<file path="src/hdl/tx_cfg.svh">
// offsets, field positions and reset values of the serial transmitter
`ifndef TX_CFG_SVH
`define TX_CFG_SVH

// byte offsets on the register bus
`define TXSC_OFS     5'h00
`define RXSC_OFS     5'h04
`define BAUDC_OFS    5'h08
`define DIVLO_OFS    5'h0c
`define DIVHI_OFS    5'h10
`define HOLD_OFS     5'h14
`define INTC_OFS     5'h18

// transmit status/control fields
`define TXSC_NINTH_EN   6
`define TXSC_TX_EN      5
`define TXSC_CLOCKED    4
`define TXSC_HIGH_SPEED 2
`define TXSC_SHIFT_MT   1
`define TXSC_NINTH_VAL  0

// receive status/control field
`define RXSC_PORT_EN    7

// baud control fields
`define BAUDC_POLARITY  4
`define BAUDC_WIDE_DIV  3

// interrupt control fields
`define INTC_TX_IE      0
`define INTC_PERIPH_IE  1
`define INTC_GLOBAL_IE  2
`define INTC_TX_FLAG    4

// reset values
`define DIV_RESET       8'h00
`define WAIT_RESET      1'b1

`endif

</file>
<file path="src/hdl/tx_pkg.sv">
// types shared by the serial transmitter
package tx_pkg;

  // shifter states, gray coded along idle-start-data-stop
  typedef enum logic [1:0] {
    st_idle  = 2'b00,
    st_start = 2'b01,
    st_data  = 2'b11,
    st_stop  = 2'b10
  } shift_state_t;

  // software control bits
  typedef struct packed {
    logic ninth_bit_enable;
    logic transmit_enable;
    logic clocked_mode;
    logic high_speed_baud_select;
    logic ninth_bit_value;
    logic serial_port_enable;
    logic polarity_select;
    logic wide_divisor_select;
    logic transmit_interrupt_enable;
    logic peripheral_interrupt_enable;
    logic global_interrupt_enable;
  } ctrl_t;

  // one queued character
  typedef struct packed {
    logic       full;
    logic       ninth;
    logic [7:0] data;
  } hold_t;

endpackage

</file>
<file path="src/hdl/async_serial_transmitter.sv">
// asynchronous serial transmitter with avalon-mm register slave
//
// Chosen here: the address map and register access over Avalon-MM.
`timescale 1ns/1ns
`default_nettype none
`include "tx_cfg.svh"

// Contract
// - runs only when enabled, async, port on
// - port enable drives transmit pin as output
// - buffer empty flag sets with transmit enable
// - holding write starts transmission, loads if idle
// - queued character loads one cycle after stop
// - start, data, stop follow load at once
// - polarity zero idles high, one inverts line
// - inversion applies in asynchronous mode only
// - flag set unless character queued behind busy or parked shifter
// - flag changes from second cycle after write
// - flag is read only
// - flag independent of interrupt enable
// - shift empty clears on load until done
// - shift empty is polled, no interrupt
// - nine data bits, stored bit most significant
// - nine bits move together on load
// - enable with flag set raises interrupt
// - low start, data, high stop, mark idle
// - least significant first, one tick per bit
module async_serial_transmitter
  import tx_pkg::*;
(
  // clock and reset
  input  wire logic        clk,
  input  wire logic        srst,
  // avalon-mm slave
  input  wire logic [4:0]  address,
  input  wire logic        read,
  input  wire logic        write,
  input  wire logic [31:0] writedata,
  input  wire logic [3:0]  byteenable,
  output logic      [31:0] readdata,
  output logic             waitrequest,
  // baud generator side
  input  wire logic        baud_tick,
  output logic      [15:0] baud_divisor,
  output logic             high_speed_baud_select,
  output logic             wide_divisor_select,
  output logic             baud_restart,
  // transmit pin
  output logic             tx_pin_out,
  output logic             tx_pin_oe,
  // interrupt request toward the core
  output logic             tx_irq
);

  // ----------------------------------------------------------------
  // state
  // ----------------------------------------------------------------
  ctrl_t        ctrl_reg;
  ctrl_t        ctrl_next;
  hold_t        hold_reg;
  hold_t        hold_next;
  shift_state_t state_reg;
  shift_state_t state_next;
  logic [8:0]   shift_reg;
  logic [8:0]   shift_next;
  logic [3:0]   bitcnt_reg;
  logic [3:0]   bitcnt_next;
  logic         nine_reg;
  logic [7:0]   div_lo_reg;
  logic [7:0]   div_hi_reg;
  logic         flag_reg;
  logic         wait_reg;
  logic [31:0]  rdata_reg;
  logic         pin_reg;
  logic         oe_reg;
  logic         irq_reg;
  logic         restart_reg;

  // ----------------------------------------------------------------
  // bus decode
  // ----------------------------------------------------------------
  // a request is taken on the edge where waitrequest is low
  wire logic acc      = (read | write) & ~wait_reg;
  // only the low byte lane carries register bits; a write with that lane
  // masked off is accepted on the bus but changes nothing
  wire logic wr_acc   = write & acc & byteenable[0];
  wire logic hit_txsc = (address == `TXSC_OFS);
  wire logic hit_rxsc = (address == `RXSC_OFS);
  wire logic hit_baud = (address == `BAUDC_OFS);
  wire logic hit_dlo  = (address == `DIVLO_OFS);
  wire logic hit_dhi  = (address == `DIVHI_OFS);
  wire logic hit_hold = (address == `HOLD_OFS);
  wire logic hit_intc = (address == `INTC_OFS);
  wire logic [7:0] wd = writedata[7:0];

  // ----------------------------------------------------------------
  // mode and handshake with the shifter
  // ----------------------------------------------------------------
  // transmitter runs only in the enabled asynchronous configuration;
  // clocked mode is not built here, setting it parks the shifter and turns off inversion
  wire logic active = ctrl_reg.transmit_enable
                    & ~ctrl_reg.clocked_mode
                    & ctrl_reg.serial_port_enable;
  // queued character moves in only while the shifter is free
  wire logic load = active & hold_reg.full & (state_reg == st_idle);
  wire logic hold_wr = wr_acc & hit_hold;
  wire logic last_bit = (bitcnt_reg == (nine_reg ? 4'h8 : 4'h7));
  wire logic shift_empty = (state_reg == st_idle);
  // a character counts as queued only while it waits behind a busy or parked
  // shifter; the cycle in which it is loaded already counts as empty, so
  // a write to an idle shifter never makes the flag blink low
  wire logic queued = hold_reg.full & ~load;

  // ----------------------------------------------------------------
  // control register writes
  // ----------------------------------------------------------------
  // the status bits (shift empty, buffer empty) have no write path
  always_comb begin
    ctrl_next = ctrl_reg;
    if (wr_acc && hit_txsc) begin
      ctrl_next.ninth_bit_enable       = wd[`TXSC_NINTH_EN];
      ctrl_next.transmit_enable        = wd[`TXSC_TX_EN];
      ctrl_next.clocked_mode           = wd[`TXSC_CLOCKED];
      ctrl_next.high_speed_baud_select = wd[`TXSC_HIGH_SPEED];
      ctrl_next.ninth_bit_value        = wd[`TXSC_NINTH_VAL];
    end else if (wr_acc && hit_rxsc) begin
      ctrl_next.serial_port_enable = wd[`RXSC_PORT_EN];
    end else if (wr_acc && hit_baud) begin
      ctrl_next.polarity_select     = wd[`BAUDC_POLARITY];
      ctrl_next.wide_divisor_select = wd[`BAUDC_WIDE_DIV];
    end else if (wr_acc && hit_intc) begin
      ctrl_next.transmit_interrupt_enable   = wd[`INTC_TX_IE];
      ctrl_next.peripheral_interrupt_enable = wd[`INTC_PERIPH_IE];
      ctrl_next.global_interrupt_enable     = wd[`INTC_GLOBAL_IE];
    end
  end

  // ----------------------------------------------------------------
  // holding register
  // ----------------------------------------------------------------
  // a write wins over the load of the same cycle: the load takes the
  // old character and the new one stays queued behind it; clearing the
  // enable or the port drops a queued character, so a later re-enable
  // never sends stale data
  always_comb begin
    hold_next = hold_reg;
    if (load) begin
      hold_next.full = 1'b0;
    end
    if (hold_wr) begin
      hold_next.full  = 1'b1;
      hold_next.data  = wd;
      hold_next.ninth = ctrl_reg.ninth_bit_value;
    end
    if (!ctrl_reg.transmit_enable || !ctrl_reg.serial_port_enable) begin
      hold_next.full = 1'b0;
    end
  end

  // ----------------------------------------------------------------
  // shifter state machine
  // ----------------------------------------------------------------
  // every bit holds until the next baud tick; leaving the asynchronous
  // mode mid-frame cuts the frame short and the line returns to mark at
  // once, which the far receiver sees as a framing error
  always_comb begin
    state_next = state_reg;
    case (state_reg)
      st_idle: begin
        if (load) begin
          state_next = st_start;
        end
      end
      st_start: begin
        if (baud_tick) begin
          state_next = st_data;
        end
      end
      st_data: begin
        if (baud_tick && last_bit) begin
          state_next = st_stop;
        end
      end
      st_stop: begin
        if (baud_tick) begin
          state_next = st_idle;
        end
      end
      default: begin
        state_next = st_idle;
      end
    endcase
    if (!active) begin
      state_next = st_idle;
    end
  end

  // ----------------------------------------------------------------
  // shift data and bit counter
  // ----------------------------------------------------------------
  // data leaves from bit 0, so the lsb goes first
  // in eight-bit mode the ninth bit is loaded too but never reaches the line
  always_comb begin
    shift_next  = shift_reg;
    bitcnt_next = bitcnt_reg;
    if (load) begin
      shift_next  = {hold_reg.ninth, hold_reg.data};
      bitcnt_next = 4'h0;
    end else if (state_reg == st_data && baud_tick) begin
      shift_next  = {1'b0, shift_reg[8:1]};
      bitcnt_next = bitcnt_reg + 4'h1;
    end
  end

  // level on the line before polarity: space start, mark stop and idle
  wire logic line_raw = (state_reg == st_start) ? 1'b0 :
                        (state_reg == st_data)  ? shift_reg[0] :
                        1'b1;
  // inversion only counts in asynchronous mode
  wire logic invert = ctrl_reg.polarity_select & ~ctrl_reg.clocked_mode;

  // ----------------------------------------------------------------
  // read data mux
  // ----------------------------------------------------------------
  // holding register is write only and reads as zero, like any hole
  // shift empty is read straight from the shifter state; buffer empty is read from flag_reg
  wire logic [7:0] rd_txsc = {1'b0,
                              ctrl_reg.ninth_bit_enable,
                              ctrl_reg.transmit_enable,
                              ctrl_reg.clocked_mode,
                              1'b0,
                              ctrl_reg.high_speed_baud_select,
                              shift_empty,
                              ctrl_reg.ninth_bit_value};
  wire logic [7:0] rd_rxsc = {ctrl_reg.serial_port_enable, 7'h00};
  wire logic [7:0] rd_baud = {3'h0,
                              ctrl_reg.polarity_select,
                              ctrl_reg.wide_divisor_select,
                              3'h0};
  wire logic [7:0] rd_intc = {3'h0,
                              flag_reg,
                              1'b0,
                              ctrl_reg.global_interrupt_enable,
                              ctrl_reg.peripheral_interrupt_enable,
                              ctrl_reg.transmit_interrupt_enable};
  logic [7:0] rd_byte;
  always_comb begin
    if (hit_txsc) begin
      rd_byte = rd_txsc;
    end else if (hit_rxsc) begin
      rd_byte = rd_rxsc;
    end else if (hit_baud) begin
      rd_byte = rd_baud;
    end else if (hit_dlo) begin
      rd_byte = div_lo_reg;
    end else if (hit_dhi) begin
      rd_byte = div_hi_reg;
    end else if (hit_intc) begin
      rd_byte = rd_intc;
    end else begin
      rd_byte = 8'h00;
    end
  end

  // ----------------------------------------------------------------
  // bus handshake
  // ----------------------------------------------------------------
  // one wait state per access so read data come from a flop
  // the read mux is sampled in the wait cycle, while the address still
  // stands, which keeps the decode off the readdata timing path
  always_ff @(posedge clk) begin
    if (srst) begin
      wait_reg  <= `WAIT_RESET;
      rdata_reg <= 32'h0000_0000;
    end else begin
      wait_reg  <= ~((read | write) & wait_reg);
      rdata_reg <= (read & wait_reg) ? {24'h00_0000, rd_byte} : rdata_reg;
    end
  end

  // ----------------------------------------------------------------
  // configuration and holding state
  // ----------------------------------------------------------------
  // everything resets to zero: normal polarity, port off, transmitter off
  always_ff @(posedge clk) begin
    if (srst) begin
      ctrl_reg <= '0;
      hold_reg <= '0;
    end else begin
      ctrl_reg <= ctrl_next;
      hold_reg <= hold_next;
    end
  end

  // divisor pair only feeds the external generator
  // the generator takes a new divisor on its own; only baud_restart realigns it
  always_ff @(posedge clk) begin
    if (srst) begin
      div_lo_reg <= `DIV_RESET;
      div_hi_reg <= `DIV_RESET;
    end else begin
      div_lo_reg <= (wr_acc && hit_dlo) ? wd : div_lo_reg;
      div_hi_reg <= (wr_acc && hit_dhi) ? wd : div_hi_reg;
    end
  end

  // ----------------------------------------------------------------
  // shifter registers
  // ----------------------------------------------------------------
  always_ff @(posedge clk) begin
    if (srst) begin
      state_reg  <= st_idle;
      shift_reg  <= 9'h000;
      bitcnt_reg <= 4'h0;
      nine_reg   <= 1'b0;
    end else begin
      state_reg  <= state_next;
      shift_reg  <= shift_next;
      bitcnt_reg <= bitcnt_next;
      nine_reg   <= load ? ctrl_reg.ninth_bit_enable : nine_reg;
    end
  end

  // ----------------------------------------------------------------
  // status flag and interrupt
  // ----------------------------------------------------------------
  // flag follows the holding register one edge late, so a write is
  // seen from the second cycle after it; interrupt enable does not touch it
  // the interrupt adds one more flop, so it trails the flag by a cycle
  always_ff @(posedge clk) begin
    if (srst) begin
      flag_reg <= 1'b0;
      irq_reg  <= 1'b0;
    end else begin
      flag_reg <= ctrl_reg.transmit_enable & ~queued;
      irq_reg  <= flag_reg
                & ctrl_reg.transmit_interrupt_enable
                & ctrl_reg.peripheral_interrupt_enable
                & ctrl_reg.global_interrupt_enable;
    end
  end

  // ----------------------------------------------------------------
  // pin and generator outputs
  // ----------------------------------------------------------------
  // restart lines the bit period up with the start bit
  // the pin is registered like every output, so the line trails the
  // shifter state by one clock; every bit still keeps its full length
  always_ff @(posedge clk) begin
    if (srst) begin
      pin_reg     <= 1'b1;
      oe_reg      <= 1'b0;
      restart_reg <= 1'b0;
    end else begin
      pin_reg     <= line_raw ^ invert;
      oe_reg      <= ctrl_reg.serial_port_enable;
      restart_reg <= load;
    end
  end

  assign readdata               = rdata_reg;
  assign waitrequest            = wait_reg;
  assign baud_divisor           = {div_hi_reg, div_lo_reg};
  assign high_speed_baud_select = ctrl_reg.high_speed_baud_select;
  assign wide_divisor_select    = ctrl_reg.wide_divisor_select;
  assign baud_restart           = restart_reg;
  assign tx_pin_out             = pin_reg;
  assign tx_pin_oe              = oe_reg;
  assign tx_irq                 = irq_reg;

endmodule // async_serial_transmitter
`default_nettype wire

</file>
<file path="config.mk">
export PLATFORM = sky130hd
export DESIGN_NAME = async_serial_transmitter
export DESIGN_NICKNAME = d
export VERILOG_FILES = /design/src/hdl/tx_pkg.sv /design/src/hdl/async_serial_transmitter.sv
export VERILOG_INCLUDE_DIRS = /design/src /design/src/hdl
export SDC_FILE = /design/constraint.sdc
export NUM_CORES = 1
export LEC_CHECK = 0
export BUFFER_PORTS_ARGS = -buffer_cell sky130_fd_sc_hd__buf_2
export CAP_MARGIN = 10
export CORE_MARGIN = 5
export CORE_UTILIZATION = 55
export CTS_BUF_LIST = sky130_fd_sc_hd__clkbuf_2 sky130_fd_sc_hd__clkbuf_4 sky130_fd_sc_hd__clkbuf_8
export CTS_CLUSTER_DIAMETER = 60
export DETAILED_ROUTE_END_ITERATION = 8
export PLACE_DENSITY = 0.94
export SLEW_MARGIN = 25
export SYNTH_ARGS = -nofsm -noshare
export SYNTH_HDL_FRONTEND = slang
export SYNTH_SLANG_ARGS = --single-unit
</file>
<file path="constraint.sdc">
create_clock -name clk -period 3.97 [get_ports clk]
set_clock_uncertainty 0.2 [all_clocks]
set_input_delay 0.1985 -clock clk [delete_from_list [all_inputs] [get_ports clk]]
set_output_delay 0.1985 -clock clk [all_outputs]
set_load 0.01 [all_outputs]
</file>
==> impl_metrics.yaml <==
min_path:
  hold_class: "input port to flop"
power_and_ir_drop:
  power.leakage_nw: 1.60
  p_switching_w: 0.000302
  powerDensity_mw_per_mm2: 377
  combPwrFrac_pct: 6.4
  power_frac_seq_pct: 51.5
  ir_drop_mv: 0.306
  p_clk_share_pct: 42.1
  swShare_pct: 23.0
  p_int_w: 0.00101
sta:
  relSlewSlack_pct: 43.7
  min_period_over_period_pct: 54.3
  hold_violations: 0
  finalMaxSlewViolations: 0
  fmax_ghz: 0.464
  rsz0062_at_grt: "no"
  setup_violations: 0
  finalCriticalPeriod_ns: 2.15
  setup_tns_ns: 0
  tightest_slew_ns: 0.839
global_routing:
  met2_usage_pct: 35.1
  overflow: 0
  global_route.usage.met1_pct: 26.8
  grt_pass1_wl_um: 12200
  grt_max_degree: 60
  gr-max-usage-layer: "met2"
  met3_usage_pct: 4.34
  grt_antenna_before_repair: 0
  grt_pass1_vias: 2468
  grt.total_usage_pct: 21.9
routing:
  firstDrtPassIters: 4
  num_vias: 2572
  routedWlPerCell_um: 16.4
  drc_errors: 0
  ant_nets: 0
  drtIter0Drc: 251
  vias_per_cell: 5.68
  drt_wl_total_um: 7440
yosys:
  async_flop_share_pct: 0
  ys_seq_area_share_pct: 44.9
  synthCells: 321
  synth_top_flop_cell: "dfxtp_1"
  ys_ff_latch: 67
  syn_area_per_cell_um2: 9.30
  yosysUniqueCellTypes: 45
  syn_area_mm2: 0.00298
  synth_enable_flop_cells: 0
  synth_warnings: 0
placed_design:
  dp_hpwl_um: 4940
  io_buffer_count: 49
  place_congestion: 0.848
  place_area_mm2: 0.00315
floorplanning:
  fp.dieH_um: 83.7
  die_area_mm2: 0.00700
  ioPinCount: 101
  core_mm2: 0.00520
  row_count: 26
  start_util_pct: 57.3
  chipWidth_um: 83.7
clocking:
  htreeDepth: 3
  clkLatencyLatePin_ns: 0.34
  clock_path_buffers: 2
  cts_tree: "built"
  clock-sinks: 67
  clk_pin_slew_ns: 0.07
  cts_buffers: 9
  root_buffer: "clkbuf_8"
worst_setup_path:
  worst_setup_path_end_kind: "flop"
  cp.arrival_ns: 2.18
  worstSetupStartpointType: "input port"
  path_class: "input port to flop"
  required_ns: 4.00
  cp_max_fo: 10
finish:
  area_growth_pct: 17.0
  drive_above_1_share_pct: 18.8
  final_cell_mix: "dfxtp_1, nor2_1, buf_2"
  regArea_mm2: 0.00134
  final_common_cell: "dfxtp_1"
  antenna_cells: 0
  fin_area_mm2: 0.00349
  n_fill_cell: 400
  nNetsFinal: 425
  multi_input_area_mm2: 0.00146
  largest_reg_flops: 10
flow_run:
  maxCapViolations: 0
run_status:
  status: "finished clean"
## worst paths after layout
check,cells past startpoint,slack (ns),start,endpoint
setup / recovery,6,1.82,write,hold_reg[8]
hold / removal,2,0.04,srst,ctrl_reg[8]
setup reg to reg,4,1.86,waitrequest,hold_reg[8]
hold reg to reg,2,0.26,readdata[3],readdata[3]
## synth_stat cells, types with 2 or more instances
library cell	number	area share (%)
inv_1	3	0.38
nor3_1	8	1.3
buf_4	25	6.3
dfxtp_1	67	45
nor2b_1	3	0.63
nor3b_1	2	0.50
mux2i_1	42	14
xor2_1	2	0.59
a221oi_1	3	0.88
nand3_1	3	0.50
a22o_1	3	0.88
nor4_1	3	0.63
nand4b_1	2	0.59
o21ai_0	4	0.67
nor2_1	49	6.2
buf_2	5	0.84
clkbuf_1	9	1.1
a211oi_1	3	0.75
nand4_1	5	1.0
xnor2_1	2	0.59
o22ai_1	2	0.42
and3_1	3	0.63
nand2_1	25	3.1
nand2b_1	3	0.63
a22oi_1	8	2.0
a21oi_1	18	3.0
## per-stage QoR
stage	hold slack, ns	setup slack, ns	utilization (%)	std cells	total power, W
after global routing	0.0665	1.72	67.1	453	0.00136
after CTS	0.0611	1.86	66.7	452	0.00132
after global placement	0.235	1.84	60.6	424	0.000761
after detailed placement	0.247	1.74	60.6	424	0.000762
after floorplan	0.0816	2.12	-	344	0.000754
final	0.0353	1.82	67.1	453	0.00132
## power by group through the flow
stage	combinational [W]	clock, W	sequential [W]
after floorplan	0.0000613	0	0.000693
after global placement	0.0000678	0	0.000693
after detailed placement	0.0000688	0	0.000693
after CTS	0.0000788	0.000560	0.000678
after global routing	0.0000905	0.000587	0.000678
final	0.0000839	0.000553	0.000678
## critical path, stage by stage
cell and delay (ns):
dlygate4sd3_1 0.52, buf_2 0.14, and3b_2 0.25, nand4_1 0.58, mux2i_1 0.42, nor2_1 0.06
## timing repair
item	CTS	global route
hold buffers	12	0
buffers inserted	0	0
gates resized for setup	0	0
endpoints found under the hold margin	34	0
## cell type report
type / instances / area share (%)
well taps: 70 / 2.51
flip-flops and latches: 67 / 38.4
multi-input cells: 234 / 41.8
clock inverters: 1 / 0.143
clock buffers: 15 / 5.55
inverters: 3 / 0.322
repair buffers: 63 / 11.3
## per-layer routing
layer	wire [um]	share of wire, %
met1	3020	41
met2	3600	48
met3	613	8.2
met4	200	2.7
met5	0	0
## cells by family after synthesis
kind of cell    count (synthesis)  share of synthesized area [%]
flops                          67                           44.9
mux                            43                           14.5
compound gates                 46                           9.98
buf+inv                        43                           9.01
other cells                     1                          0.126
xor+xnor                        4                           1.17
simple gates                  116                           19.9
fa+ha+maj                       1                          0.419
Note: power is estimated with default switching activity, not from simulation.
